**src/inc/awc_regs.svh**
```systemverilog
`ifndef AWC_REGS_SVH
`define AWC_REGS_SVH
// Register indices; byte address is four times the index
`define AWC_CFG_IDX    6'h01
`define AWC_STAT_IDX   6'h02
// Wait-state control reset value and the usual setting
`define AWC_CFG_RST    8'hc0
`define AWC_CFG_TYP    8'h00
// Wait-state control field positions
`define AWC_IOW_HI     7
`define AWC_IOW_LO     6
`define AWC_D8_HI      5
`define AWC_D8_LO      4
`define AWC_D16_HI     3
`define AWC_D16_LO     2
`define AWC_MRD_BIT    1
`define AWC_CLK_BIT    0
// Status bit positions
`define AWC_ST_IO      0
`define AWC_ST_DMA     1
`define AWC_ST_RDY     2
// Bus transfer size accepted
`define AWC_HSIZE_WORD 3'h2
// Port decoded outside the peripheral core
`define AWC_PORT_SKIP  10'h070
`endif

```
**src/inc/awc_pkg.sv**
```systemverilog
package awc_pkg;
  // Two-bit wait code of a field
  typedef logic [1:0] awc_code_t;
  // DMA command sequencer states
  typedef enum logic [2:0] {
    DMA_IDLE = 3'b001,
    DMA_LEAD = 3'b010,
    DMA_CMD  = 3'b100
  } awc_dma_st_t;

  // Core I/O wait code to bus clocks: 0, 1, 2, 4
  // codes 10, 11: two, four
  function automatic logic [2:0] ioWaits(input awc_code_t c);
    ioWaits = (c == 2'h3) ? 3'h4 : {1'b0, c};
  endfunction

  // DMA wait code to DMA clocks: 1 to 4
  // codes give one to four
  function automatic logic [2:0] dmaWaits(input awc_code_t c);
    dmaWaits = {1'b0, c} + 3'h1;
  endfunction

  // Port served by the integrated peripheral core
  function automatic logic ipcPort(input logic [9:0] a);
    ipcPort = (a[9:8] == 2'h0) &&
      ((a[7:4] == 4'h0) || (a[7:2] == 6'h08) || (a[7:2] == 6'h10) ||
       (a[7:0] == 8'h71) || (a[7:4] == 4'h8) || (a[7:1] == 7'h50) ||
       (a[7:5] == 3'h6));
  endfunction
endpackage

```
**src/inc/awc_cfg_if.sv**
```systemverilog
`timescale 1ns/1ps
`default_nettype none
// Settings out to the timers, busy flags back
interface awc_cfg_if;
  import awc_pkg::*;
  awc_code_t ioWait;       // Core I/O wait code
  awc_code_t dma8Wait;     // 8-bit DMA wait code
  awc_code_t dma16Wait;    // 16-bit DMA wait code
  logic      memRdNoDelay; // Memory read starts with the cycle
  logic      dmaFast;      // DMA clock equals bus clock
  logic      ioBusy;       // Ready is being held low
  logic      dmaBusy;      // DMA command in progress
  modport ctl (output ioWait, dma8Wait, dma16Wait, memRdNoDelay, dmaFast,
               input ioBusy, dmaBusy);
  modport io  (input ioWait, output ioBusy);
  modport dma (input dma8Wait, dma16Wait, memRdNoDelay, dmaFast,
               output dmaBusy);
endinterface
`default_nettype wire

```
**src/rtl/awc_io_wait.sv**
```systemverilog
`timescale 1ns/1ps
`default_nettype none
// Holds ready low on core port accesses
module awc_io_wait
  import awc_pkg::*;
(
  input  wire logic       clk,
  input  wire logic       rst,
  awc_cfg_if.io           cfg,
  input  wire logic       ioStart,
  input  wire logic [9:0] portAddr,
  output logic            ioChRdyOeN
);
  logic [2:0] waitCnt; // Bus clocks of wait still to insert

  // Wait counter; a new cycle cannot start while ready is low
  always_ff @(posedge clk) begin
    if (rst) begin
      waitCnt    <= 3'h0;
      ioChRdyOeN <= 1'b1;
    end else if (waitCnt == 3'h0) begin
      if (ioStart && ipcPort(portAddr) && ioWaits(cfg.ioWait) != 3'h0) begin
        waitCnt    <= ioWaits(cfg.ioWait);
        ioChRdyOeN <= 1'b0;
      end
    end else begin
      waitCnt    <= waitCnt - 3'h1;
      ioChRdyOeN <= (waitCnt == 3'h1);
    end
  end

  assign cfg.ioBusy = (waitCnt != 3'h0);
endmodule
`default_nettype wire

```
**src/rtl/awc_dma_timer.sv**
```systemverilog
`timescale 1ns/1ps
`default_nettype none
// Shapes DMA command strobes in DMA clock periods
module awc_dma_timer
  import awc_pkg::*;
(
  input  wire logic clk,
  input  wire logic rst,
  awc_cfg_if.dma    cfg,
  input  wire logic dmaStart,
  input  wire logic dmaWide,
  input  wire logic dmaToMem,
  input  wire logic rdyIn,
  output logic      ioRdN,
  output logic      ioWrN,
  output logic      memRdN,
  output logic      memWrN,
  output logic      dmaDone
);
  awc_dma_st_t st;      // Sequencer state
  logic [2:0]  cnt;     // DMA clocks left of command low time
  logic        half;    // Odd bus clock of a slow DMA clock
  logic        tick;    // End of one DMA clock period

  // DMA clock is one or two bus clocks
  assign tick = cfg.dmaFast | half;

  // Divider restarts with each cycle so the low time is exact
  always_ff @(posedge clk) begin
    if (rst || st == DMA_IDLE) begin
      half <= 1'b0;
    end else begin
      half <= ~half;
    end
  end

  // Command sequencer
  always_ff @(posedge clk) begin
    if (rst) begin
      st      <= DMA_IDLE;
      cnt     <= 3'h0;
      ioRdN   <= 1'b1;
      ioWrN   <= 1'b1;
      memRdN  <= 1'b1;
      memWrN  <= 1'b1;
      dmaDone <= 1'b0;
    end else begin
      dmaDone <= 1'b0;
      unique case (st)
        DMA_IDLE: begin
          if (dmaStart) begin
            cnt    <= dmaWaits(dmaWide ? cfg.dma16Wait : cfg.dma8Wait) + 3'h1;
            ioRdN  <= ~dmaToMem;
            memWrN <= ~dmaToMem;
            ioWrN  <= dmaToMem;
            // memory read may lag one period
            memRdN <= dmaToMem | ~cfg.memRdNoDelay;
            st     <= (!dmaToMem && !cfg.memRdNoDelay) ? DMA_LEAD : DMA_CMD;
          end
        end
        DMA_LEAD: begin
          if (tick) begin
            memRdN <= 1'b0;
            cnt    <= cnt - 3'h1;
            st     <= DMA_CMD;
          end
        end
        DMA_CMD: begin
          if (tick) begin
            if (cnt != 3'h1) begin
              cnt <= cnt - 3'h1;
            end else if (rdyIn) begin
              ioRdN   <= 1'b1;
              ioWrN   <= 1'b1;
              memRdN  <= 1'b1;
              memWrN  <= 1'b1;
              dmaDone <= 1'b1;
              st      <= DMA_IDLE;
            end
          end
        end
        default: st <= DMA_IDLE;
      endcase
    end
  end

  assign cfg.dmaBusy = (st != DMA_IDLE);
endmodule
`default_nettype wire

```
**src/rtl/awc_top.sv**
```systemverilog
// Functional notes
// - Register resets to C0h; usually 00h
// - Bits 7:6 add core I/O wait clocks
// - Core wait only on listed port ranges
// - Port 70h gets no core wait
// - Waits inserted by holding ready low
// - Core code 10 two, 11 four
// - Bits 5:4, 3:2 are DMA wait fields
// - DMA codes give one to four waits
// - DMA waits lengthen write command low time
// - One wait gives two-period command low
// - Bit 1 clear delays memory read one period
// - Bit 0 picks DMA clock period
`timescale 1ns/1ps
`default_nettype none
`include "awc_regs.svh"
// AT bus wait control: AHB-Lite slave, pin syncs, I/O and DMA timers
module awc_top
  import awc_pkg::*;
(
  input  wire logic        clk,
  input  wire logic        rst,
  input  wire logic        hsel,
  input  wire logic [31:0] haddr,
  input  wire logic [1:0]  htrans,
  input  wire logic        hwrite,
  input  wire logic [2:0]  hsize,
  input  wire logic [31:0] hwdata,
  input  wire logic        hready,
  output logic             hreadyout,
  output logic [31:0]      hrdata,
  output logic             hresp,
  input  wire logic        ioCmdN,
  input  wire logic [9:0]  portAddr,
  input  wire logic        dmaReq,
  input  wire logic        dmaWide,
  input  wire logic        dmaToMem,
  input  wire logic        ioChRdyIn,
  output logic             ioChRdyOut,
  output logic             ioChRdyOeN,
  output logic             dmaIoRdN,
  output logic             dmaIoWrN,
  output logic             dmaMemRdN,
  output logic             dmaMemWrN,
  output logic             dmaDone
);
  // Pin synchronisers
  logic [14:0] pinMeta;    // First stage, read only by pinSync
  logic [14:0] pinSync;    // Second stage, safe to use
  logic        ioCmdS;     // I/O command, active low
  logic [9:0]  addrS;      // Port address
  logic        dmaReqS;    // DMA cycle request
  logic        wideS;      // 16-bit DMA transfer
  logic        toMemS;     // DMA writes memory
  logic        rdyS;       // Ready wire level
  logic        ioCmdPrevN; // Last command level
  logic        dmaReqPrev; // Last request level
  logic        ioStart;    // I/O command fell
  logic        dmaStart;   // DMA request rose

  // Bus slave state
  logic [7:0]  cfgReg;     // Wait-state control register
  logic        wrPendReg;  // Write data phase pending
  logic        addrOk;     // Valid word transfer offered
  logic [31:0] readMux;    // Read data of the address phase

  awc_cfg_if cfgIf ();

  // True when the byte address selects register idx
  function automatic logic hitIdx(input logic [7:0] a, input logic [5:0] idx);
    hitIdx = (a[7:2] == idx) && (a[1:0] == 2'h0);
  endfunction

  // Two flops on every pin; address settles before command
  always_ff @(posedge clk) begin
    if (rst) begin
      pinMeta <= 15'h7ff1;
      pinSync <= 15'h7ff1;
    end else begin
      pinMeta <= {ioCmdN, portAddr, dmaReq, dmaWide, dmaToMem, ioChRdyIn};
      pinSync <= pinMeta;
    end
  end

  assign ioCmdS  = pinSync[14];
  assign addrS   = pinSync[13:4];
  assign dmaReqS = pinSync[3];
  assign wideS   = pinSync[2];
  assign toMemS  = pinSync[1];
  assign rdyS    = pinSync[0];

  // Edge detectors work on synchronised levels only
  always_ff @(posedge clk) begin
    if (rst) begin
      ioCmdPrevN <= 1'b1;
      dmaReqPrev <= 1'b0;
    end else begin
      ioCmdPrevN <= ioCmdS;
      dmaReqPrev <= dmaReqS;
    end
  end

  assign ioStart  = ioCmdPrevN & ~ioCmdS;
  assign dmaStart = dmaReqS & ~dmaReqPrev;

  // Only whole-word transfers, NONSEQ or SEQ, are accepted
  assign addrOk = hsel & hready & htrans[1] & (hsize == `AWC_HSIZE_WORD);

  // Read mux; unmapped words read zero
  always_comb begin
    readMux = 32'h0;
    if (hitIdx(haddr[7:0], `AWC_CFG_IDX)) begin
      readMux[7:0] = cfgReg;
    end else if (hitIdx(haddr[7:0], `AWC_STAT_IDX)) begin
      readMux[`AWC_ST_IO]  = cfgIf.ioBusy;
      readMux[`AWC_ST_DMA] = cfgIf.dmaBusy;
      readMux[`AWC_ST_RDY] = rdyS;
    end
  end

  // Zero-wait slave; response is always OKAY
  always_ff @(posedge clk) begin
    if (rst) begin
      hreadyout <= 1'b1;
      hresp     <= 1'b0;
      wrPendReg <= 1'b0;
      hrdata    <= 32'h0;
    end else begin
      hreadyout <= 1'b1;
      hresp     <= 1'b0;
      wrPendReg <= addrOk & hwrite & hitIdx(haddr[7:0], `AWC_CFG_IDX);
      // Data is fetched in the address phase, shown in the data phase
      if (addrOk & ~hwrite) begin
        hrdata <= readMux;
      end
    end
  end

  // Control register, written in the data phase
  always_ff @(posedge clk) begin
    if (rst) begin
      cfgReg <= `AWC_CFG_RST;
    end else if (wrPendReg) begin
      cfgReg <= hwdata[7:0];
    end
  end

  // Fields to the timers; settings other than the DMA clock select are taken at each cycle start
  assign cfgIf.ioWait       = cfgReg[`AWC_IOW_HI:`AWC_IOW_LO];
  assign cfgIf.dma8Wait     = cfgReg[`AWC_D8_HI:`AWC_D8_LO];
  assign cfgIf.dma16Wait    = cfgReg[`AWC_D16_HI:`AWC_D16_LO];
  assign cfgIf.memRdNoDelay = cfgReg[`AWC_MRD_BIT];
  assign cfgIf.dmaFast      = cfgReg[`AWC_CLK_BIT];

  // Ready is open drain: the driven level is always low
  always_ff @(posedge clk) begin
    ioChRdyOut <= 1'b0;
  end

  // Core I/O wait timer
  awc_io_wait u_io (
    .clk        (clk),
    .rst        (rst),
    .cfg        (cfgIf.io),
    .ioStart    (ioStart),
    .portAddr   (addrS),
    .ioChRdyOeN (ioChRdyOeN)
  );

  // DMA command timer; ready seen here may be pulled by anyone
  awc_dma_timer u_dma (
    .clk      (clk),
    .rst      (rst),
    .cfg      (cfgIf.dma),
    .dmaStart (dmaStart),
    .dmaWide  (wideS),
    .dmaToMem (toMemS),
    .rdyIn    (rdyS),
    .ioRdN    (dmaIoRdN),
    .ioWrN    (dmaIoWrN),
    .memRdN   (dmaMemRdN),
    .memWrN   (dmaMemWrN),
    .dmaDone  (dmaDone)
  );

  logic ioIdle;  // No wait in progress
  logic dmaGo;   // DMA cycle accepted this clock
  assign ioIdle = ioChRdyOeN;
  assign dmaGo  = dmaStart & ~cfgIf.dmaBusy;
endmodule
`default_nettype wire

```
**config.mk**
```make
export PLATFORM = sky130hd
export DESIGN_NAME = awc_top
export DESIGN_NICKNAME = d
export VERILOG_FILES = /design/src/inc/awc_pkg.sv /design/src/inc/awc_cfg_if.sv /design/src/rtl/awc_io_wait.sv /design/src/rtl/awc_dma_timer.sv /design/src/rtl/awc_top.sv
export VERILOG_INCLUDE_DIRS = /design/src /design/src/inc
export SDC_FILE = /design/constraint.sdc
export NUM_CORES = 1
export LEC_CHECK = 0
export BUFFER_PORTS_ARGS = -buffer_cell sky130_fd_sc_hd__buf_2
export CELL_PAD_IN_SITES_DETAIL_PLACEMENT = 1
export CELL_PAD_IN_SITES_GLOBAL_PLACEMENT = 1
export CORE_MARGIN = 1.5
export CORE_UTILIZATION = 30
export DETAILED_ROUTE_END_ITERATION = 16
export PLACE_DENSITY = 0.75
export SLEW_MARGIN = 20
export SYNTH_ARGS = -nofsm -noshare
export SYNTH_HDL_FRONTEND = slang
export SYNTH_HIERARCHICAL = 1
export SYNTH_SLANG_ARGS = --single-unit
```
**constraint.sdc**
```tcl
create_clock -name clk -period 2.5 [get_ports clk]
set_clock_uncertainty 0.2 [all_clocks]
set_input_delay 0 -clock clk [delete_from_list [all_inputs] [get_ports clk]]
set_output_delay 0 -clock clk [all_outputs]
set_load 0.01 [all_outputs]
```
; After elaboration in Yosys (flattened, before gate mapping)
; Cells that the tools add are included.
[word_totals]
ff_bits = 64
in_bits = 89
output_inout_bits = 41
wordCells = 121
[classes]
addsub = 4
eq_ne = 23
n_mux = 32
bitwise = 18
reduce_logical = 28
[op_table]
columns = op, n
row1 = $mux 3, 15
row2 = $pmux 3 s3, 2
row3 = $reduce_and 5->1, 3
row4 = $mux 1, 10
row5 = $reduce_bool 3->1, 3
row6 = $and 1x1->1, 8
row7 = $eq 8x7->1 const B, 1
row8 = $ne 2x2->1 const B, 4
row9 = $not 1->1, 8
row10 = $eq 7x7->1 const B, 1
row11 = $logic_or 1x1->1, 7
row12 = $eq 3x1->1 const B, 2
row13 = $eq 3x2->1 const B, 2
row14 = $eq 3x3->1 const B, 2
row15 = $eq 6x1->1 const B, 1
row16 = $eq 6x2->1 const B, 1
row17 = $eq 6x4->1 const B, 1
row18 = $eq 6x5->1 const B, 1
row19 = $logic_and 1x1->1, 6
row20 = $ne 2x1->1 const B, 3
row21 = $ne 3x1->1 const B, 2
row22 = $reduce_and 6->1, 1
row23 = $sub 3x1->3 const B, 2
row24 = $mux 5, 1
row25 = 14 further kinds, 18

; Depth between registers and ports, before layout
; Gate-level depths: netlist (run 1).
[depth]
word_depth = 12
ltp_mapped = 7
depth_no_buf = 6

; By module
; Netlist (run 1), hierarchy kept.
[by_module_without_submodules]
columns = module, instances, cells_each, area_per_inst_um2, seq_area_each_um2
row1 = awc_top, 1, 158, 1747.9, 980.9
row2 = awc_dma_timer, 1, 88, 785.8, 220.2
row3 = awc_io_wait, 1, 40, 335.3, 80.1

; Worst setup path before layout (run 1)
; Ideal clock, no wire load.
[synth_path]
path_kind = reg2reg
start = register u_dma.st[1]
end = register hrdata[1]
setup_time_ns = 0.117
arrival_ns = 1.420
required_time_ns = 2.183
path_slack_ns = 0.763
path_stages_with_launch = 6
path_buffers = 2
synth_period_minus_slack_ns = 1.737
path_cell_list = dfxtp_1 buf_6 buf_2 or3b_2 a22o_1 a22o_1
[synth_via]
elab_chain_cells = 3
[synth_lines]
columns = item, line
row1 = from (decl), awc_dma_timer.sv:20  ; awc_dma_st_t st;
row2 = from (signal assigned), awc_dma_timer.sv:58  ; st <= (!dmaToMem && !cfg.memRdNoDelay) ? DMA_LEAD : DMA_CMD;
row3 = $ne 3x1->1, awc_dma_timer.sv:87  ; assign cfg.dmaBusy = (st != DMA_IDLE);
row4 = named net cfgIf.dmaBusy, awc_cfg_if.sv:12  ; logic dmaBusy;
row5 = $mux 3, awc_top.sv:114  ; end else if (hitIdx(haddr[7:0], `AWC_STAT_IDX)) begin
row6 = $mux 3, awc_top.sv:112  ; if (hitIdx(haddr[7:0], `AWC_CFG_IDX)) begin
row7 = to (signal assigned), awc_top.sv:134  ; hrdata <= readMux;
row8 = to (decl), awc_top.sv:31  ; output logic [31:0] hrdata,
; The timed path passes the listed nets, and every way through them passes these cells.
; A chain may end at the register's enable or synchronous reset.

; Worst setup path in the final report (run 1)
[layout_path]
start = input haddr[5]
end = register hrdata[4]
[layout_via]
elab_chain_cells = 3
[layout_lines]
columns = item, line
row1 = from (decl), awc_top.sv:24  ; input wire logic [31:0] haddr,
row2 = $eq 6x1->1, awc_top.sv:71  ; hitIdx = (a[7:2] == idx) && (a[1:0] == 2'h0);
row3 = $logic_and 1x1->1, awc_top.sv:71
row4 = $mux 5, awc_top.sv:112
; Every way passes these cells.

==> flow_metrics.env, run 1 <==
export IMPL_fp_dieW_um=101
export IMPL_fin_total_pwr_w=0.00249
export IMPL_synth_edf_count=0
export IMPL_grt_pass1_wl_um=10600
export IMPL_crit_type="input port to register"
export IMPL_fin_hold_ws_ns=0.0186
export IMPL_drc=0
export IMPL_htree_levels=3
export IMPL_hold_viol_final=0
export IMPL_yosys_area_top_type="dfxtp_1"
export IMPL_layout_setup_ws_ns=0.228
export IMPL_post_cts_setup_buffers=0
export IMPL_rsz0062_at_grt="false"
export IMPL_cts_buffers=9
export IMPL_ys_seq_area_share_pct=44.7
export IMPL_crit_path_end="hrdata[4]"
export IMPL_grt_max_degree=58
export IMPL_worstSkewPairLatency_ns=0.34
export IMPL_globalRouteOverflowTotal=0
export IMPL_cts_root_buf="clkbuf_8"
export IMPL_die_height_um=101
export IMPL_vias_per_cell=4.39
export IMPL_rows=35
export IMPL_clockBufferDepth=2
export IMPL_grt_util_all_layers_pct=13.4
export IMPL_dpl_instance_area_sq_um=3130
export IMPL_min_period_ns=2.27
export IMPL_post_cts_resize_count=0
export IMPL_gp_congestion=0.817
export IMPL_pin_count=130
export IMPL_powerDensity_nw_per_um2=681
export IMPL_clk_pin_slew_ns=0.07
export IMPL_synth_area_leaders="dfxtp_1, buf_4, or2_2, mux2i_1, nor2b_1"
export IMPL_yosysMostFrequentCell="dfxtp_1"
export IMPL_coreArea_sq_um=9240
export IMPL_slew_violations=0
export IMPL_port_buffers=53
export IMPL_ys_seq_elements=64
export IMPL_tritoncts="yes"
export IMPL_start_util_pct=31.0
export IMPL_timing_rr_end="u_dma/cnt[0]"
export IMPL_r2r_start="u_dma/st[1]"
export IMPL_cts_hold_buffers=30
export IMPL_crit_fanout=8
export IMPL_final_net_count=460
export IMPL_p_int_w=0.00183
export IMPL_fin_crit_sh_pct=90.9
export IMPL_pre_cts_ws_ns=0.561
export IMPL_drtAntennaViolNets=0
export IMPL_worst_slew_pin_slew_ns=0.702
export IMPL_synth_flop_cell="dfxtp_1"
export IMPL_startpoint="haddr[5]"
export IMPL_synthTopCellsByCount="dfxtp_1, buf_4, or2_2, nor2_1"
export IMPL_timing_setup_tns_ns=0
export IMPL_hp_class="input port to register"
export IMPL_wl_per_cell_um=12.7
export IMPL_antenna_found_initial=0
export IMPL_slew_headroom_pct=53.1
export IMPL_drt_iter0_drc=74
export IMPL_grt_pass1_vias=2328
export IMPL_dp_hpwl_um=4300
export IMPL_clock_sinks=64
export IMPL_status="complete, no violations"
export IMPL_syn_instance_count=286
export IMPL_start_kind="input port"
export IMPL_syn_area_sq_um=2870
export IMPL_p_sw_w=0.000659
export IMPL_synthToLayoutAreaGrowth_pct=27.3
export IMPL_critPathRequiredTime_ns=2.58
export IMPL_max_cap_viol_count=0
export IMPL_drt_total_wl_um=6370
export IMPL_synth_area_per_cell_sq_um=10.0
export IMPL_num_vias=2196
export IMPL_cp_arrival_ns=2.35
export IMPL_postLayoutCellArea_sq_um=3650
export IMPL_drive_gt1_share_pct=31.5
export IMPL_die_area_sq_um=10200
export IMPL_rrSetupSlack_ns=0.54
export IMPL_reg2reg_depth=4
export IMPL_ys_warnings_count=6
export IMPL_vdd_drop_max_mv=0.381
export IMPL_setup_violations=0
export IMPL_max_freq_mhz=440
export IMPL_static_leakage_power_nw=1.49
export IMPL_antennaDiodeCount=0
export IMPL_async_flop_share_pct=0
export IMPL_power_share_switching_pct=26.5
export IMPL_synth_top_area_share_pct=44.7
export IMPL_seq_power_share_pct=44.9
export IMPL_endpoint_kind="register"
export IMPL_p_clk_share_pct=40.1
export IMPL_first_pass_iters=4
export IMPL_p_comb_share_pct=15.0
export IMPL_synthDistinctLibCells=58
==> cells in the final DEF (no fill, tap or decap), types with 6 or more instances in the layout <==
cell and n:
nand2_1 6, nor2_1 19, inv_1 12, dlygate4sd3_1 30, or2_2 26, nor3_1 6
mux2i_1 12, conb_1 27, a22o_1 6, a21oi_1 6, dfxtp_1 64, clkbuf_8 9
nor2b_1 12, buf_2 53
==> layout make-up <==
class | instances | area (sq um)
clock buffer | 9 | 124
clock inverter | 7 | 103
fill | 1082 | 5590
inverter | 12 | 45.0
multi-input combinational | 194 | 1360
sequential | 64 | 1280
tap | 129 | 161
timing repair buffer | 85 | 581
==> flip-flops by register name, summed over array words and instances (netlist names), 3 cells and up <==
| signal | cells |
|---|---|
| cfgReg | 8 |
| pinMeta | 15 |
| u_dma/st | 3 |
| pinSync | 15 |
| u_io/waitCnt | 3 |
| u_dma/cnt | 3 |
| hrdata | 8 |
==> layer usage <==
metal  GRT usage, %  wire (um)
met3           4.58        332
met2           24.0       3160
met4           5.20         85
met5              0          0
met1           14.6       2790
==> cells by family after synthesis <==
logic type               after synthesis  synth area share (%)
adder cells (fa/ha/maj)                5                  2.18
buffers and inverters                 53                  11.3
XOR/XNOR                               1                 0.567
flip-flops                            64                  44.7
multiplexers                          12                  4.19
AND/OR/NAND/NOR                      100                  21.9
other                                  2                 0.262
AO/OA/AOI/OAI                         49                  15.0
==> worst max-delay path, stage by stage <==
cell	delay [ns]
dlygate4sd3_1	0.53
buf_2	0.12
or4_4	0.41
dlygate4sd3_1	0.61
nor4_4	0.45
a32o_1	0.23
==> metrics by stage <==
step,utilization [%],std cells
global route,39.5,500
floorplan,-,311
global placement,33.8,454
CTS,39.5,500
finish,39.5,500
detailed placement,33.8,454
==> power groups by stage <==
stage	Sequential, W	Combinational, W	Clock, W
6_report	0.00112	0.000372	0.000999
5_1_grt	0.00113	0.000420	0.00108
4_1_cts	0.00112	0.000378	0.00103
3_5_place_dp	0.00114	0.000342	0
3_3_place_gp	0.00114	0.000318	0
2_1_floorplan	0.00113	0.000285	0
==> how the worst min path moves through the flow <==
| stage | from | cells past startpoint | to |
|---|---|---|---|
| after floorplan | rst | 1 | u_io/waitCnt[2] |
| after global placement | ioCmdN | 2 | pinMeta[14] |
| after detailed placement | portAddr[5] | 2 | pinMeta[9] |
| after CTS | haddr[2] | 4 | hrdata[1] |
| after global routing | haddr[3] | 4 | hrdata[3] |
| final | haddr[2] | 4 | hrdata[1] |
(Power assumes the default switching activity.)
==> run 2: changes to the inputs <==
Settings changed: GPL_TIMING_DRIVEN set to 0.
==> run 2 against run 1 <==
Register-to-register slack got worse by 0.40 ns. Combinational power increased by 13%. Largest power group unchanged. Die area unchanged. Largest cell class unchanged. Hold slack got worse by 0.0032 ns. Fmax decreased by 4.5%. Critical path depth unchanged. Global-route usage increased by 0.78 points. Sequential share of layout area decreased by 2.8 points.
==> flow_metrics.env, run 2 (synthesized netlist as in run 1, its figures left out) <==
export IMPL_worstSkewPairLatency_ns=0.34
export IMPL_num_vias=2366
export IMPL_timing_rr_end="hrdata[1]"
export IMPL_static_leakage_power_nw=1.70
export IMPL_cts_root_buf="clkbuf_8"
export IMPL_vias_per_cell=4.37
export IMPL_hold_path_end="hrdata[7]"
export IMPL_tritoncts="yes"
export IMPL_path_depth=6
export IMPL_final_util_pct=43.0
export IMPL_largest_registers="pinMeta: 15 flops, pinSync: 15 flops"
export IMPL_drt_total_wl_um=6880
export IMPL_dp_cells=493
export IMPL_crit_type="input port to register"
export IMPL_rows=35
export IMPL_antenna_found_initial=0
export IMPL_pin_count=130
export IMPL_endpoint_kind="register"
export IMPL_min_period_ns=2.38
export IMPL_powerDensity_nw_per_um2=665
export IMPL_crit_chain="dlygate4sd3_1, buf_2, or4_4, nor4_4, dlygate4sd3_1, a22o_1"
export IMPL_dp_hpwl_um=4800
export IMPL_hold_viol_final=0
export IMPL_seq_power_share_pct=42.1
export IMPL_first_pass_iters=4
export IMPL_hold_depth=4
export IMPL_p_clk_share_pct=42.0
export IMPL_p_int_w=0.00197
export IMPL_clockBufferDepth=2
export IMPL_slew_violations=0
export IMPL_dpl_instance_area_sq_um=3390
export IMPL_hp_class="input port to register"
export IMPL_fp_dieW_um=101
export IMPL_r2r_start="u_dma/st[1]"
export IMPL_slew_headroom_pct=58.3
export IMPL_p_sw_w=0.000677
export IMPL_crit_path_frequent_cell="dlygate4sd3_1"
export IMPL_critPathRequiredTime_ns=2.59
export IMPL_timing_setup_tns_ns=0
export IMPL_final_net_count=502
export IMPL_wl_per_cell_um=12.7
export IMPL_p_comb_share_pct=15.8
export IMPL_drc=0
export IMPL_htree_levels=3
export IMPL_reg2reg_depth=6
export IMPL_final_cells=542
export IMPL_nFillCells=1074
export IMPL_crit_buf_inv=3
export IMPL_rsz0062_at_grt="false"
export IMPL_crit_fanout=13
export IMPL_rrSetupSlack_ns=0.14
export IMPL_drt_iter0_drc=47
export IMPL_synthToLayoutAreaGrowth_pct=38.5
export IMPL_worst_slew_pin_slew_ns=0.625
export IMPL_antennaDiodeCount=0
export IMPL_layout_common_cells="dfxtp_1, buf_2, dlygate4sd3_1, buf_4, conb_1"
export IMPL_slowest_delay_ns=0.67
export IMPL_start_util_pct=31.0
export IMPL_grt_util_all_layers_pct=14.2
export IMPL_die_height_um=101
export IMPL_postLayoutCellArea_sq_um=3970
export IMPL_fin_hold_ws_ns=0.0154
export IMPL_coreArea_sq_um=9240
export IMPL_status="complete, no violations"
export IMPL_die_area_sq_um=10200
export IMPL_post_cts_setup_buffers=0
export IMPL_grt_pass1_vias=2420
export IMPL_vdd_drop_max_mv=0.514
export IMPL_start_kind="input port"
export IMPL_power_share_switching_pct=25.6
export IMPL_layout_commonest_cell="dfxtp_1"
export IMPL_max_freq_mhz=420
export IMPL_clock_sinks=64
export IMPL_drtAntennaViolNets=0
export IMPL_clk_pin_slew_ns=0.07
export IMPL_fin_crit_sh_pct=95.2
export IMPL_grt_pass1_wl_um=11100
export IMPL_slowest_stage="dlygate4sd3_1"
export IMPL_max_cap_viol_count=0
export IMPL_grt_max_degree=14
export IMPL_setup_violations=0
export IMPL_hold_start="haddr[1]"
export IMPL_drive_gt1_share_pct=36.1
export IMPL_globalRouteOverflowTotal=0
export IMPL_gp_congestion=0.845
export IMPL_cp_arrival_ns=2.47
export IMPL_cp_top_family="buffers and inverters"
export IMPL_cts_buffers=9
export IMPL_port_buffers=53
## run 2: power groups by stage
stage               registers, W  logic (W)  clock network (W)
finish                   0.00111   0.000419            0.00111
global route             0.00112   0.000469            0.00119
CTS                      0.00111   0.000422            0.00114
detailed placement       0.00114   0.000387                  0
global placement         0.00113   0.000365                  0
floorplan                0.00113   0.000285                  0
## run 2: how the worst max path moves through the flow
stage	slack, ns	to	from
after floorplan	0.76	hrdata[1]	u_dma/st[1]
after global placement	0.66	hrdata[1]	u_dma/st[0]
after detailed placement	0.64	hrdata[1]	u_dma/st[0]
after CTS	0.006	hrdata[2]	rst
after global routing	0.009	hrdata[2]	rst
final	0.12	hrdata[0]	rst
## run 2: worst reg2reg max path, cell delays in order, from the launching register on
cell and delay (ns):
dfxtp_1 0.31, buf_6 0.14, buf_2 0.18, or3b_2 0.49, a22o_1 0.21, a22o_1 0.19, dlygate4sd3_1 0.54
## run 2: metrics by stage
stage	total power, W	worst slack (ns)
2_1_floorplan	0.00142	0.763
3_3_place_gp	0.00150	0.659
3_5_place_dp	0.00152	0.637
4_1_cts	0.00268	0.00575
5_1_grt	0.00278	0.00902
6_report	0.00264	0.121
## run 2: what timing repair did
action | CTS | global route
hold buffers | 33 | 0
gates resized for setup | 0 | 2
hold endpoints to repair | 31 | 0
endpoints found under the setup margin | 0 | 3
## run 2: layout make-up
class | instances | area [sq um] | area share [%]
Clock buffer | 9 | 124 | 3.12
Multi-Input combinational cell | 194 | 1360 | 34.2
Timing Repair Buffer | 86 | 596 | 15.0
Inverter | 12 | 45.0 | 1.13
Sequential cell | 64 | 1280 | 32.3
Tap cell | 129 | 161 | 4.06
Buffer | 41 | 280 | 7.06
Clock inverter | 7 | 125 | 3.15
## run 2: per-layer routing
| layer | global-route usage (%) | vias to the layer above | share of wire (%) |
|---|---|---|---|
| met4 | 5.20 | 0 | 1.3 |
| met5 | 0 | - | 0 |
| met2 | 25.6 | 63 | 51 |
| li1 | - | 1177 | - |
| met3 | 3.74 | 9 | 5.0 |
| met1 | 16.0 | 1117 | 43 |
